===== src/shared/rcx_pkg.sv =====
// Package of offsets, field layouts, reset values and timing for the ROM control register block.
package rcx_pkg;

    // ------------------------------------------------------------------
    // Register offsets
    // ------------------------------------------------------------------
    localparam logic [11:0] OFF_CORE_CONTROL = 12'h13c;
    localparam logic [11:0] OFF_PCI_ADDR_EXT = 12'h140;
    localparam logic [11:0] OFF_DAC_ADDR_LO = 12'h200;
    localparam logic [11:0] OFF_DAC_ADDR_HI = 12'h204;
    localparam logic [11:0] OFF_ADDR31_ALIAS = 12'h20c;

    // ------------------------------------------------------------------
    // Field positions
    // ------------------------------------------------------------------
    localparam int I2O_SIZE_LSB = 10;
    localparam int WDOG_BIT = 13;
    localparam int ROM_WIDTH_LSB = 14;
    localparam int ROM_ACCESS_LSB = 16;
    localparam int ROM_BURST_LSB = 20;
    localparam int ROM_TRI_LSB = 24;
    localparam int XCS_DIR_LSB = 28;
    localparam int CFN_BIT = 31;
    localparam int EXT_A31_BIT = 15;
    localparam int EXT_IO_LSB = 16;

    // ------------------------------------------------------------------
    // Reset values and encodings
    // ------------------------------------------------------------------
    localparam logic [2:0] I2O_SIZE_RST = 3'h0;
    localparam logic WDOG_RST = 1'b0;
    localparam logic [1:0] ROM_W_RST = 2'h0;
    localparam logic EXT_A31_RST = 1'b0;
    localparam logic [3:0] ROM_TIME_RST = 4'h0;
    localparam logic [2:0] XCS_DIR_RST = 3'h0;
    localparam logic [3:0] ZERO_CODE_CYCLES = 4'h0;
    localparam logic [4:0] LONG_COUNT = 5'h10;
    localparam logic [1:0] ROM_W_BYTE = 2'h3;
    localparam logic [1:0] ROM_W_WORD = 2'h1;
    localparam logic [1:0] ROM_W_DWORD = 2'h2;
    localparam logic [15:0] EXT_IO_RST = 16'h0000;

    // ------------------------------------------------------------------
    // Carrier types
    // ------------------------------------------------------------------
    typedef struct packed {
        logic wr;
        logic rd;
        logic [11:0] addr;
        logic [31:0] wdata;
    } rcx_req_t;

    typedef struct packed {
        logic [4:0] access_cycles;
        logic [4:0] burst_cycles;
        logic [4:0] tristate_cycles;
        logic [1:0] rom_width;
    } rcx_rom_timing_t;

    typedef struct packed {
        logic [16:0] inc_mask;
        logic [16:0] entries_m1;
    } rcx_i2o_t;

endpackage


===== src/verilog/rcx_time_decode.sv =====
// Decoder of a four-bit ROM timing code into a count of core clock cycles.
`timescale 1ns/1ps
`default_nettype none

module rcx_time_decode (
    input wire logic [3:0] code,
    output logic [4:0] cycles
);

    // Code zero stands for the long count of sixteen cycles.
    always_comb begin
        if (code == rcx_pkg::ZERO_CODE_CYCLES) begin
            cycles = rcx_pkg::LONG_COUNT;
        end else begin
            cycles = {1'b0, code};
        end
    end

endmodule // rcx_time_decode

`default_nettype wire


===== src/verilog/rcx_i2o_decode.sv =====
// Decoder of the I2O list size code into the pointer count mask and entry count.
`timescale 1ns/1ps
`default_nettype none

module rcx_i2o_decode (
    input wire logic [2:0] size_code,
    output rcx_pkg::rcx_i2o_t i2o
);

    logic [17:0] span;

    // Code 0 counts pointer bits 9:2; each step adds one bit and doubles the list.
    always_comb begin
        span = 18'h00400 << size_code;
        i2o.inc_mask = 17'(span - 18'h00004);
        i2o.entries_m1 = 17'((span >> 2) - 18'h00001);
    end

endmodule // rcx_i2o_decode

`default_nettype wire


===== src/verilog/rcx_regs.sv =====
// Core control upper fields and PCI address extension register logic.
//
// Operation
// - The watchdog enable bit 13 is set by writing one, cleared only by reset, and while set a timer 4 zero resets the host.
// - ROM width bits 15:14 read the value latched from the two strap lines: 11 byte, 01 word, 10 dword.
// - ROM access time bits 19:16 give first-access cycles, 0 meaning 16, reset 0.
// - ROM burst time bits 23:20 give later-access cycles, 0 meaning 16, with 1 and 2 illegal.
// - ROM tristate time bits 27:24 give bus turnaround cycles, 1 illegal, 0 the long count, reset 0.
// - Bits 30:28 set each chip-select line direction while the arbiter is not internal, 1 output, reset 0.
// - Bit 31 reads the present level of the central-function strap pin.
// - The list size code picks 256 entries counting bits 9:2, doubling per code up to 32K with bits 16:2.
// - List size bits 12:10 choose which head and tail pointer bits count, reset 0.
// - Extension bit 15 drives PCI address bit 31 on host memory cycles, single or dual address.
// - A write to the extension register loads bit 15 from write data bit 15.
// - Any write to offset 200h clears extension bit 15 and any write to 204h sets it.
// - Extension bit 15 also reads at the alias offset 20Ch.
// - Extension bits 31:16 drive PCI address 31:16 on host I/O cycles; bits 14:0 read zero.
`timescale 1ns/1ps
`default_nettype none

module rcx_regs (
    input wire logic sys_clk,
    input wire logic sys_rst,
    input wire rcx_pkg::rcx_req_t req,
    output logic [31:0] rdata,
    output logic rd_hit,
    input wire logic [1:0] mem_addr_strap_bits,
    input wire logic pci_cfn,
    input wire logic timer4_zero,
    input wire logic arbiter_internal,
    input wire logic [2:0] xcs_in,
    input wire logic [2:0] xcs_core_out,
    output logic [2:0] xcs_out,
    output logic [2:0] xcs_oe,
    output logic [2:0] xcs_to_core,
    output logic host_wdog_reset,
    input wire logic pci_mem_cycle,
    input wire logic pci_io_cycle,
    input wire logic [31:0] pci_addr_in,
    output logic [31:0] pci_addr_out,
    output rcx_pkg::rcx_rom_timing_t rom_timing,
    output rcx_pkg::rcx_i2o_t i2o_ctl,
    output logic [2:0] i2o_list_size
);

    // ------------------------------------------------------------------
    // Register state
    // ------------------------------------------------------------------
    logic wdog_en;
    logic [1:0] rom_width;
    logic strap_taken;
    logic [3:0] rom_access;
    logic [3:0] rom_burst;
    logic [3:0] rom_tri;
    logic [2:0] xcs_dir;
    logic ext_a31;
    logic [15:0] ext_io;
    logic wr_ctl;
    logic wr_ext;
    logic wr_dac_lo;
    logic wr_dac_hi;
    logic [31:0] ctl_word;
    logic [31:0] ext_word;
    logic [31:0] next_rdata;
    logic next_hit;

    assign wr_ctl = req.wr && (req.addr == rcx_pkg::OFF_CORE_CONTROL);
    assign wr_ext = req.wr && (req.addr == rcx_pkg::OFF_PCI_ADDR_EXT);
    assign wr_dac_lo = req.wr && (req.addr == rcx_pkg::OFF_DAC_ADDR_LO);
    assign wr_dac_hi = req.wr && (req.addr == rcx_pkg::OFF_DAC_ADDR_HI);

    // ------------------------------------------------------------------
    // Watchdog enable
    // ------------------------------------------------------------------
    always_ff @(posedge sys_clk or posedge sys_rst) begin
        if (sys_rst) begin
            wdog_en <= rcx_pkg::WDOG_RST;
        end else if (wr_ctl && req.wdata[rcx_pkg::WDOG_BIT]) begin
            wdog_en <= 1'b1;
        end
    end

    // ------------------------------------------------------------------
    // Host reset request
    // ------------------------------------------------------------------
    // Timer 4 at zero resets the host only while the watchdog is armed.
    always_ff @(posedge sys_clk or posedge sys_rst) begin
        if (sys_rst) begin
            host_wdog_reset <= 1'b0;
        end else begin
            host_wdog_reset <= wdog_en && timer4_zero;
        end
    end

    // ------------------------------------------------------------------
    // ROM width strap capture
    // ------------------------------------------------------------------
    // The strap is caught on the first clock after reset release.
    always_ff @(posedge sys_clk or posedge sys_rst) begin
        if (sys_rst) begin
            strap_taken <= 1'b0;
            rom_width <= rcx_pkg::ROM_W_RST;
        end else if (!strap_taken) begin
            strap_taken <= 1'b1;
            rom_width <= mem_addr_strap_bits;
        end
    end

    // ------------------------------------------------------------------
    // ROM timing fields
    // ------------------------------------------------------------------
    // Illegal codes are stored as written; software keeps them out.
    always_ff @(posedge sys_clk or posedge sys_rst) begin
        if (sys_rst) begin
            rom_access <= rcx_pkg::ROM_TIME_RST;
        end else if (wr_ctl) begin
            rom_access <= req.wdata[rcx_pkg::ROM_ACCESS_LSB +: 4];
        end
    end

    always_ff @(posedge sys_clk or posedge sys_rst) begin
        if (sys_rst) begin
            rom_burst <= rcx_pkg::ROM_TIME_RST;
        end else if (wr_ctl) begin
            rom_burst <= req.wdata[rcx_pkg::ROM_BURST_LSB +: 4];
        end
    end

    always_ff @(posedge sys_clk or posedge sys_rst) begin
        if (sys_rst) begin
            rom_tri <= rcx_pkg::ROM_TIME_RST;
        end else if (wr_ctl) begin
            rom_tri <= req.wdata[rcx_pkg::ROM_TRI_LSB +: 4];
        end
    end

    rcx_time_decode u_access (
        .code(rom_access),
        .cycles(rom_timing.access_cycles)
    );

    rcx_time_decode u_burst (
        .code(rom_burst),
        .cycles(rom_timing.burst_cycles)
    );

    rcx_time_decode u_tri (
        .code(rom_tri),
        .cycles(rom_timing.tristate_cycles)
    );

    assign rom_timing.rom_width = rom_width;

    // ------------------------------------------------------------------
    // Chip-select direction
    // ------------------------------------------------------------------
    always_ff @(posedge sys_clk or posedge sys_rst) begin
        if (sys_rst) begin
            xcs_dir <= rcx_pkg::XCS_DIR_RST;
        end else if (wr_ctl) begin
            xcs_dir <= req.wdata[rcx_pkg::XCS_DIR_LSB +: 3];
        end
    end

    // The arbiter owns the lines when selected, so the direction bits are ignored then.
    always_comb begin
        xcs_oe = arbiter_internal ? 3'h0 : xcs_dir;
    end

    // ------------------------------------------------------------------
    // Chip-select pin routing
    // ------------------------------------------------------------------
    assign xcs_out = xcs_core_out;
    assign xcs_to_core = xcs_in;

    // ------------------------------------------------------------------
    // I2O list size
    // ------------------------------------------------------------------
    always_ff @(posedge sys_clk or posedge sys_rst) begin
        if (sys_rst) begin
            i2o_list_size <= rcx_pkg::I2O_SIZE_RST;
        end else if (wr_ctl) begin
            i2o_list_size <= req.wdata[rcx_pkg::I2O_SIZE_LSB +: 3];
        end
    end

    rcx_i2o_decode u_i2o (
        .size_code(i2o_list_size),
        .i2o(i2o_ctl)
    );

    // ------------------------------------------------------------------
    // PCI address extension
    // ------------------------------------------------------------------
    // No reset value is defined for these bits; zero is chosen for determinism.
    always_ff @(posedge sys_clk or posedge sys_rst) begin
        if (sys_rst) begin
            ext_a31 <= rcx_pkg::EXT_A31_RST;
        end else if (wr_ext) begin
            ext_a31 <= req.wdata[rcx_pkg::EXT_A31_BIT];
        end else if (wr_dac_lo) begin
            ext_a31 <= 1'b0;
        end else if (wr_dac_hi) begin
            ext_a31 <= 1'b1;
        end
    end

    // ------------------------------------------------------------------
    // I/O space upper address field
    // ------------------------------------------------------------------
    always_ff @(posedge sys_clk or posedge sys_rst) begin
        if (sys_rst) begin
            ext_io <= rcx_pkg::EXT_IO_RST;
        end else if (wr_ext) begin
            ext_io <= req.wdata[rcx_pkg::EXT_IO_LSB +: 16];
        end
    end

    // ------------------------------------------------------------------
    // PCI address substitution
    // ------------------------------------------------------------------
    // An I/O cycle wins over a memory cycle when both qualifiers are high.
    always_ff @(posedge sys_clk or posedge sys_rst) begin
        if (sys_rst) begin
            pci_addr_out <= 32'h00000000;
        end else if (pci_io_cycle) begin
            pci_addr_out <= {ext_io, pci_addr_in[15:0]};
        end else if (pci_mem_cycle) begin
            pci_addr_out <= {ext_a31, pci_addr_in[30:0]};
        end else begin
            pci_addr_out <= pci_addr_in;
        end
    end

    // ------------------------------------------------------------------
    // Read path
    // ------------------------------------------------------------------
    always_comb begin
        ctl_word = 32'h00000000;
        ctl_word[rcx_pkg::I2O_SIZE_LSB +: 3] = i2o_list_size;
        ctl_word[rcx_pkg::WDOG_BIT] = wdog_en;
        ctl_word[rcx_pkg::ROM_WIDTH_LSB +: 2] = rom_width;
        ctl_word[rcx_pkg::ROM_ACCESS_LSB +: 4] = rom_access;
        ctl_word[rcx_pkg::ROM_BURST_LSB +: 4] = rom_burst;
        ctl_word[rcx_pkg::ROM_TRI_LSB +: 4] = rom_tri;
        ctl_word[rcx_pkg::XCS_DIR_LSB +: 3] = xcs_dir;
        ctl_word[rcx_pkg::CFN_BIT] = pci_cfn;
    end

    always_comb begin
        ext_word = 32'h00000000;
        ext_word[rcx_pkg::EXT_A31_BIT] = ext_a31;
        ext_word[rcx_pkg::EXT_IO_LSB +: 16] = ext_io;
    end

    // ------------------------------------------------------------------
    // Read select
    // ------------------------------------------------------------------
    always_comb begin
        next_rdata = 32'h00000000;
        next_hit = 1'b0;
        case (req.addr)
            rcx_pkg::OFF_CORE_CONTROL: begin
                next_rdata = ctl_word;
                next_hit = req.rd;
            end
            rcx_pkg::OFF_PCI_ADDR_EXT: begin
                next_rdata = ext_word;
                next_hit = req.rd;
            end
            rcx_pkg::OFF_ADDR31_ALIAS: begin
                next_rdata[rcx_pkg::EXT_A31_BIT] = ext_a31;
                next_hit = req.rd;
            end
            default: begin
                next_rdata = 32'h00000000;
                next_hit = 1'b0;
            end
        endcase
        if (!req.rd) begin
            next_rdata = 32'h00000000;
        end
    end

    // ------------------------------------------------------------------
    // Registered answer
    // ------------------------------------------------------------------
    always_ff @(posedge sys_clk or posedge sys_rst) begin
        if (sys_rst) begin
            rdata <= 32'h00000000;
        end else begin
            rdata <= next_rdata;
        end
    end

    always_ff @(posedge sys_clk or posedge sys_rst) begin
        if (sys_rst) begin
            rd_hit <= 1'b0;
        end else begin
            rd_hit <= next_hit;
        end
    end

endmodule // rcx_regs

`default_nettype wire


===== config.mk =====
export PLATFORM = sky130hd
export DESIGN_NAME = rcx_regs
export DESIGN_NICKNAME = d
export VERILOG_FILES = /design/src/shared/rcx_pkg.sv /design/src/verilog/rcx_time_decode.sv /design/src/verilog/rcx_i2o_decode.sv /design/src/verilog/rcx_regs.sv
export SDC_FILE = /design/constraint.sdc
export NUM_CORES = 1
export LEC_CHECK = 0
export BUFFER_PORTS_ARGS = -buffer_cell sky130_fd_sc_hd__buf_2
export CAP_MARGIN = 20
export CORE_MARGIN = 2
export CORE_UTILIZATION = 40
export DETAILED_ROUTE_END_ITERATION = 8
export HOLD_SLACK_MARGIN = 0.03
export PLACE_DENSITY = 0.78
export REMOVE_ABC_BUFFERS = 1
export SLEW_MARGIN = 20
export SYNTH_ARGS = -nofsm -noshare
export SYNTH_HDL_FRONTEND = slang
export SYNTH_SLANG_ARGS = --single-unit
export TNS_END_PERCENT = 100

===== constraint.sdc =====
create_clock -name sys_clk -period 3.6 [get_ports sys_clk]
set_input_delay 0.18 -clock sys_clk [delete_from_list [all_inputs] [get_ports sys_clk]]
set_output_delay 0.18 -clock sys_clk [all_outputs]
set_load 0.005 [all_outputs]

Word level (Yosys, flattened, before mapping)

Index checks and enable logic that the tools add are counted.
Widths: inputs -> output; s select.

Add/sub/neg operators: 2
Mux-type cells: 14
Shift-type cells: 1
Reduce and logical (&&, ||, !) cells: 12
Equality and inequality tests: 5

Operator list:

| operator              | number |
|---|---|
| $mux 32               | 3 |
| $eq 12x10->1 const B  | 3 |
| $pmux 16 s2           | 1 |
| $eq 12x9->1 const B   | 2 |
| $shl 11x3->18 const A | 1 |
| $sub 16x1->17 const B | 1 |
| $sub 17x3->17 const B | 1 |
| $mux 15               | 1 |
| $mux 5                | 3 |
| $logic_not 4->1       | 3 |
| $logic_and 1x1->1     | 6 |
| $mux 1                | 4 |
| $mux 3                | 1 |
| $reduce_bool 3->1     | 1 |
| $reduce_or 3->1       | 1 |
| $pmux 1 s2            | 1 |
| $reduce_or 2->1       | 1 |

Word-level logic and storage cells: 48
Output and inout port bits: 129
Register bits: 105

Logic depth before layout (Yosys ltp)

Gate-level depths: netlist of run 1.

Depth in word-level cells: 5
Depth in mapped cells: 6

By module

A second synthesis of run 1 with hierarchy kept.

Cells, all modules: 280
Area, all modules: 3941.3 um^2

Modules (own cells, without submodules):

| module          | cells an instance | sequential area each (um^2) | times used | area each (um^2) |
|---|---|---|---|---|
| rcx_regs        | 229               | 2377.3                      | 1          | 3601.0 |
| rcx_i2o_decode  | 36                | 0.0                         | 1          | 257.7 |
| rcx_time_decode | 5                 | 0.0                         | 3          | 27.5 |

Worst setup path before layout of run 1

Ideal clock, no wire load.

Kind: input port to flip-flop
Start point: input port req[39] (netlist name)
End point: register i2o_list_size[0]
Stages on the path: 5
Setup slack: 1.906 ns
Data arrival time: 1.569 ns
Data required time: 3.475 ns
Library setup time: 0.125 ns
Buffers on the path: 1
Cells stage by stage: or4bb_1 > nor3_4 > nand2_4 > buf_6 > mux2_4

Cells in the longest elaborated chain, start to end: 2

Ends and longest elaborated chain:

| item                 | RTL line        | RTL |
|---|---|---|
| start, declared      | rcx_regs.sv:24  | `input wire rcx_pkg::rcx_req_t req,` |
| $eq 12x9->1          | rcx_regs.sv:67  | `assign wr_ctl = req.wr && (req.addr == rcx_pkg::OFF_CORE_CONTROL);` |
| $logic_and 1x1->1    | rcx_regs.sv:67  |  |
| end signal, assigned | rcx_regs.sv:181 | `i2o_list_size <= rcx_pkg::I2O_SIZE_RST;` |
| end signal, assigned | rcx_regs.sv:183 | `i2o_list_size <= req.wdata[rcx_pkg::I2O_SIZE_LSB +: 3];` |
| end, declared        | rcx_regs.sv:43  | `output logic [2:0] i2o_list_size` |

No other way between the ends.
A chain may end at the register's enable or synchronous reset.

Worst setup path after layout of run 1

Start point: input port req[39] (netlist name)
End point: register rdata[18]

Cells in the longest elaborated chain, start to end: 3
Elaborated cells between the ends (all ways): 4

Ends and longest elaborated chain:

| item                     | RTL line        | RTL |
|---|---|---|
| $eq 12x9->1              | rcx_regs.sv:262 | `case (req.addr)` |
| $pmux 16 s2 *            | rcx_regs.sv:262 |  |
| $mux 32 *                | rcx_regs.sv:280 | `if (!req.rd) begin` |
| named net next_rdata[18] | rcx_regs.sv:64  | `logic [31:0] next_rdata;` |
| end signal, assigned     | rcx_regs.sv:292 | `rdata <= next_rdata;` |
| end, declared            | rcx_regs.sv:25  | `output logic [31:0] rdata,` |

The timed path passes the listed nets; every way through them passes the cells marked *.

==> impl_metrics.json, run 1 <==
{
  "status": "finished, final reports clean",
  "critPathMaxStageDelay_ps": 690,
  "die_h_um": 103,
  "cts_setup_buffers": 0,
  "p_per_area_mw_per_mm2": 390,
  "fin_tns_setup_ps": 0,
  "r2r_start": "ext_a31",
  "routed-wl-met3_um": 454,
  "clk_pin_slew_ps": 100,
  "synth_common_cells": "dfrtp_1, buf_4, mux2_2",
  "rows": 36,
  "yosysSeqAreaShare_pct": 60.4,
  "detail_route.first_pass.iterations": 4,
  "crit_type": "input pin to register",
  "top_layer_used": "met4",
  "cts_buffer_depth": 2,
  "antenna_found_initial": 0,
  "diodes": 0,
  "start_util_pct": 40.7,
  "place_congestion": 0.753,
  "drtIter0Drc": 71,
  "skew_ps": 9.09,
  "nNetsFinal": 539,
  "timing.final.crit_period_ps": 1810,
  "syn-instance-count": 281,
  "worstMarginPinSlew_ps": 841,
  "setup_viol_count_final": 0,
  "route.detailed.drc": 0,
  "area_growth_pct": 28.6,
  "grt_pass1_wl_um": 12900,
  "critPathSlowestCell": "nor4_4",
  "die_w_um": 103,
  "pwr-share-comb_pct": 7.5,
  "min_from": "pci_addr_in[28]",
  "p_leak_nw": 2.89,
  "dr_wl_met2_um": 4410,
  "slew_violations": 0,
  "grt_util_all_layers_pct": 16.1,
  "critical_path_buf_inv_count": 2,
  "cts_hold_buf": 18,
  "cp_data_arrival_time_ps": 2090,
  "fin_util_pct": 52.3,
  "ys_async_sr_fraction_pct": 100,
  "dp.cells": 549,
  "post_cts_resize_count": 0,
  "switching_share_pct": 22.5,
  "yosysMostFrequentCell": "dfrtp_1",
  "fillers": 847,
  "worst_skew_pair.late_latency_ps": 340,
  "avgSynthCellArea_sq_um": 14.0,
  "grt-ovfl-total": 0,
  "cts_root_buf": "clkbuf_8",
  "synthFlopType": "dfrtp_1",
  "power_frac_seq_pct": 55.6,
  "hold_violations": 0,
  "drive_above_1_share_pct": 54.8,
  "internal_power_mw": 1.53,
  "coreArea_sq_mm": 0.00968,
  "ys_ff_latch": 95,
  "synth_top_area_cell": "dfrtp_1",
  "synth_area_leaders": "dfrtp_1, mux2_2, buf_4, mux2_4, a22o_1",
  "layout_worst_path_cycle_share_pct": 50.4,
  "netlist_area_sq_mm": 0.00394,
  "synth_edf_count": 0,
  "htree_levels": 3,
  "ant_nets": 0,
  "hold_ws_ps": 53.7,
  "max-cap-violations": 0,
  "cts_buffers": 9,
  "vias": 2658,
  "crit_family": "simple AND/OR/NAND/NOR gates",
  "final-instance-count-excl-fill": 584,
  "ioPinCount": 222,
  "dp_hpwl_um": 6100,
  "yosysWarnings": 0,
  "cts.sinks": 95,
  "grt_max_degree": 62,
  "hold_class": "input pin to register",
  "netlist.area_leader.share_pct": 60.4,
  "power_frac_clock_pct": 36.9,
  "cp-end-kind": "register",
  "avgRoutedWirePerCell_um": 14.9,
  "met1Wirelength_um": 3700,
  "port_buffers": 168,
  "synth_cell_types": 38,
  "cp_max_fo": 12,
  "grt_pass1_vias": 2575,
  "dieArea_sq_mm": 0.0107,
  "maxSlewHeadroom_pct": 43.5,
  "cts_tree": "yes",
  "viasPerCell": 4.55,
  "ir_drop_mv": 0.184,
  "cp_cell_sequence": "buf_2, or4bb_1, nor4_4, buf_4, a22o_1",
  "cp.required_ps": 3880,
  "p_sw_mw": 0.445,
  "cp-start-kind": "input pin",
  "max_freq_ghz": 0.551,
  "rsz0062_at_grt": "no",
  "finalWirelength_um": 8710,
  "worstSetupStartpoint": "req[39]"
}
[kinds of logic after synthesis]
logic type / after synthesis / synth area share, %
flops: 95 / 60.4
buf+inv: 67 / 11.0
mux: 52 / 15.8
simple gates: 39 / 7.47
compound gates: 26 / 5.21
other cells: 2 / 0.191
[path summary, 6_finish.rpt]
| kind | end | slack (ps) | depth (start not counted) |
|---|---|---|---|
| min reg2reg | wdog_en | 490 | 1 |
| max reg2reg | ext_a31 | 2650 | 3 |
| min | pci_addr_out[28] | 50 | 2 |
| max in group asynchronous | pci_addr_out[4] | 2140 | 4 |
| max | rdata[18] | 1790 | 5 |
| min in group asynchronous | pci_addr_out[10] | 510 | 3 |
[layout make-up]
| cell class | count | area, sq um | area share [%] |
|---|---|---|---|
| flip-flops and latches | 95 | 2380 | 46.9 |
| multi-input cells | 148 | 1250 | 24.6 |
| repair buffers | 189 | 1050 | 20.7 |
| well taps | 133 | 166 | 3.29 |
| clock buffers | 11 | 151 | 2.99 |
| clock inverters | 5 | 63.8 | 1.26 |
| inverters | 3 | 13.8 | 0.272 |
[power groups by stage]
stage	combinational [mW]	sequential, mW	clock [mW]
2_1_floorplan	0.0473	1.12	0
3_3_place_gp	0.131	1.12	0
3_5_place_dp	0.135	1.12	0
4_1_cts	0.150	1.10	0.753
5_1_grt	0.169	1.10	0.802
6_report	0.148	1.10	0.728
[per-stage QoR]
stage	cell area, sq um	setup WS, ps	power, mW
after floorplan	3630	943	1.17
final	5060	1790	1.97
after global routing	5060	1680	2.07
after detailed placement	4660	1410	1.25
after CTS	5050	1800	2.00
after global placement	4660	1410	1.25
[cell usage in the layout (no fill, tap or decap), types with 3 or more instances in the layout]
master	synthesis	routed
buf_2	3	168
dfrtp_1	95	95
mux2_2	41	41
conb_1	2	31
dlygate4sd3_1	0	19
a22o_1	16	16
clkbuf_8	0	11
mux2_4	10	10
and2_1	7	7
nor2b_1	4	4
nor4_1	4	4
nand2_1	4	4
nor3_1	3	3
[state kept, by name, indices dropped and copies added, names as in the netlist]
register	flops
ext_a31	1
ext_io	16
host_wdog_reset	1
i2o_list_size	3
pci_addr_out	32
rd_hit	1
rdata	22
rom_access	4
rom_burst	4
rom_tri	4
rom_width	2
strap_taken	1
wdog_en	1
xcs_dir	3
[routing by layer]
layer	track usage [%]	up-vias
met5	0	-
met4	7.39	0
met3	2.82	12
met2	27.0	119
met1	20.2	1309
li1	-	1218
Power figures use the tool's default switching activity.
==> run 2, diff against run 1 <==
PLACE_DENSITY = 0.81   (was 0.78)
clock period = 1.5 ns   (was 3.6 ns; I/O delays follow)
==> run 2 against run 1 <==
Against the previous run: wire length increased by 12%; cell count increased by 11%; register-to-register slack got worse by 2000 ps; highest routed layer unchanged.
==> impl_metrics.json, run 2 (synthesis results as in run 1) <==
{
  "drtIter0Drc": 47,
  "die_w_um": 103,
  "clk_pin_slew_ps": 90,
  "r2r_start": "ext_a31",
  "rows": 36,
  "cts.sinks": 95,
  "die_h_um": 103,
  "setup_ws_ps": 96.4,
  "hold_class": "input pin to register",
  "dp_hpwl_um": 6500,
  "max-cap-violations": 0,
  "status": "finished, final reports clean",
  "antenna_found_initial": 0,
  "reg.largest.list": "pci_addr_out (32), rdata (22), ext_io (16)",
  "vias": 2893,
  "cp_data_arrival_time_ps": 1330,
  "detail_route.first_pass.iterations": 3,
  "worstSetupStartpoint": "i2o_list_size[2]",
  "final_cell_mix": "buf_2, dfrtp_1, dlygate4sd3_1",
  "hold_violations": 0,
  "regMostFlops": "pci_addr_out",
  "cts_buffers": 9,
  "design_area_sq_mm": 0.00564,
  "multi_input_area_sq_mm": 0.00125,
  "p_leak_nw": 3.17,
  "skew_ps": 6.76,
  "setup_viol_count_final": 0,
  "grt_pass1_wl_um": 14700,
  "max_freq_ghz": 0.712,
  "dp.cells": 568,
  "grt_pass1_vias": 2969,
  "timing.final.crit_period_ps": 1400,
  "diodes": 0,
  "cp_max_fo": 7,
  "place_congestion": 0.765,
  "worstMarginPinSlew_ps": 519,
  "cp-start-kind": "register",
  "area_growth_pct": 43.2,
  "start_util_pct": 40.7,
  "layout_commonest_cell": "buf_2",
  "cts_root_buf": "clkbuf_8",
  "ir_drop_mv": 0.431,
  "nNetsFinal": 601,
  "fillers": 784,
  "worst_skew_pair.late_latency_ps": 350,
  "cts_buffer_depth": 2,
  "grt_max_degree": 56,
  "dpl_cell_area_sq_mm": 0.00484,
  "ioPinCount": 222,
  "power_mw": 4.66,
  "grt-ovfl-total": 0,
  "min_from": "req[45]",
  "avgRoutedWirePerCell_um": 15.2,
  "ff_latch_area_sq_mm": 0.00238,
  "cp-end-kind": "primary output",
  "crit_type": "register to primary output",
  "coreArea_sq_mm": 0.00968,
  "dieArea_sq_mm": 0.0107,
  "cts_tree": "yes",
  "largest_register_ffs": 32,
  "hold_ws_ps": 46.7,
  "htree_levels": 3,
  "port_buffers": 168,
  "grt_util_all_layers_pct": 18.3,
  "pre_cts_ws_ps": -252,
  "slew_violations": 0,
  "route.detailed.drc": 0,
  "p_per_area_mw_per_mm2": 826,
  "drive_above_1_share_pct": 52.2,
  "finalWirelength_um": 9790,
  "viasPerCell": 4.48,
  "cp.required_ps": 1420,
  "maxSlewHeadroom_pct": 65.4,
  "ant_nets": 0,
  "rsz0062_at_grt": "no",
  "layout_worst_path_cycle_share_pct": 93.6,
  "final-instance-count-excl-fill": 646
}
==> run 2: critical path, stage by stage, from the launching register on <==
cell and delay [ps]:
dfrtp_2 450, or3_1 390, buf_2 140
==> run 2: final cells by class <==
cell class                      instances  area share [%]
Clock buffer                           12            2.75
Multi-Input combinational cell        148            22.1
Tap cell                              133            2.95
Clock inverter                          4           0.510
Inverter                                3           0.244
Timing Repair Buffer                  251            29.3
Sequential cell                        95            42.2
==> run 2: repair_timing <==
item                                   CTS  global route
hold buffers                            60             0
buffers inserted                         0             2
endpoints found under the hold margin  169             0
gates resized for setup                  0             1
setup endpoints to repair                0             2
==> run 2: power by group <==
group          internal (mW)  leakage [nW]  switching (mW)
Sequential              2.61          1.26          0.0208
Clock                  0.698        0.0890           0.855
Combinational          0.271          1.82           0.201
==> run 2: path summary, 6_finish.rpt <==
path | slack (ps) | end | cells after the start
max in group asynchronous | 700 | i2o_list_size[2] | 4
worst min-delay path | 50 | wdog_en | 2
worst max-delay path | 100 | i2o_ctl[27] | 2
worst max register to register | 630 | ext_a31 | 3
min in group asynchronous | 320 | rdata[27] | 4
worst min register to register | 510 | rdata[29] | 1
==> run 2: layer usage <==
layer  track usage [%]  part of all wire (%)  up-vias
met5                 0                     0        -
met4              6.17                   1.5        0
met3              4.37                   5.6       12
met2              34.0                    54      127
met1              20.4                    38     1416
li1                  -                     -     1338
==> run 2: metrics by stage <==
step / TNS (ps) / util [%]
floorplan: -110390 / -
global placement: -7510 / 50.0
detailed placement: -8340 / 50.0
CTS: 0 / 58.1
global route: 0 / 58.2
finish: 0 / 58.2
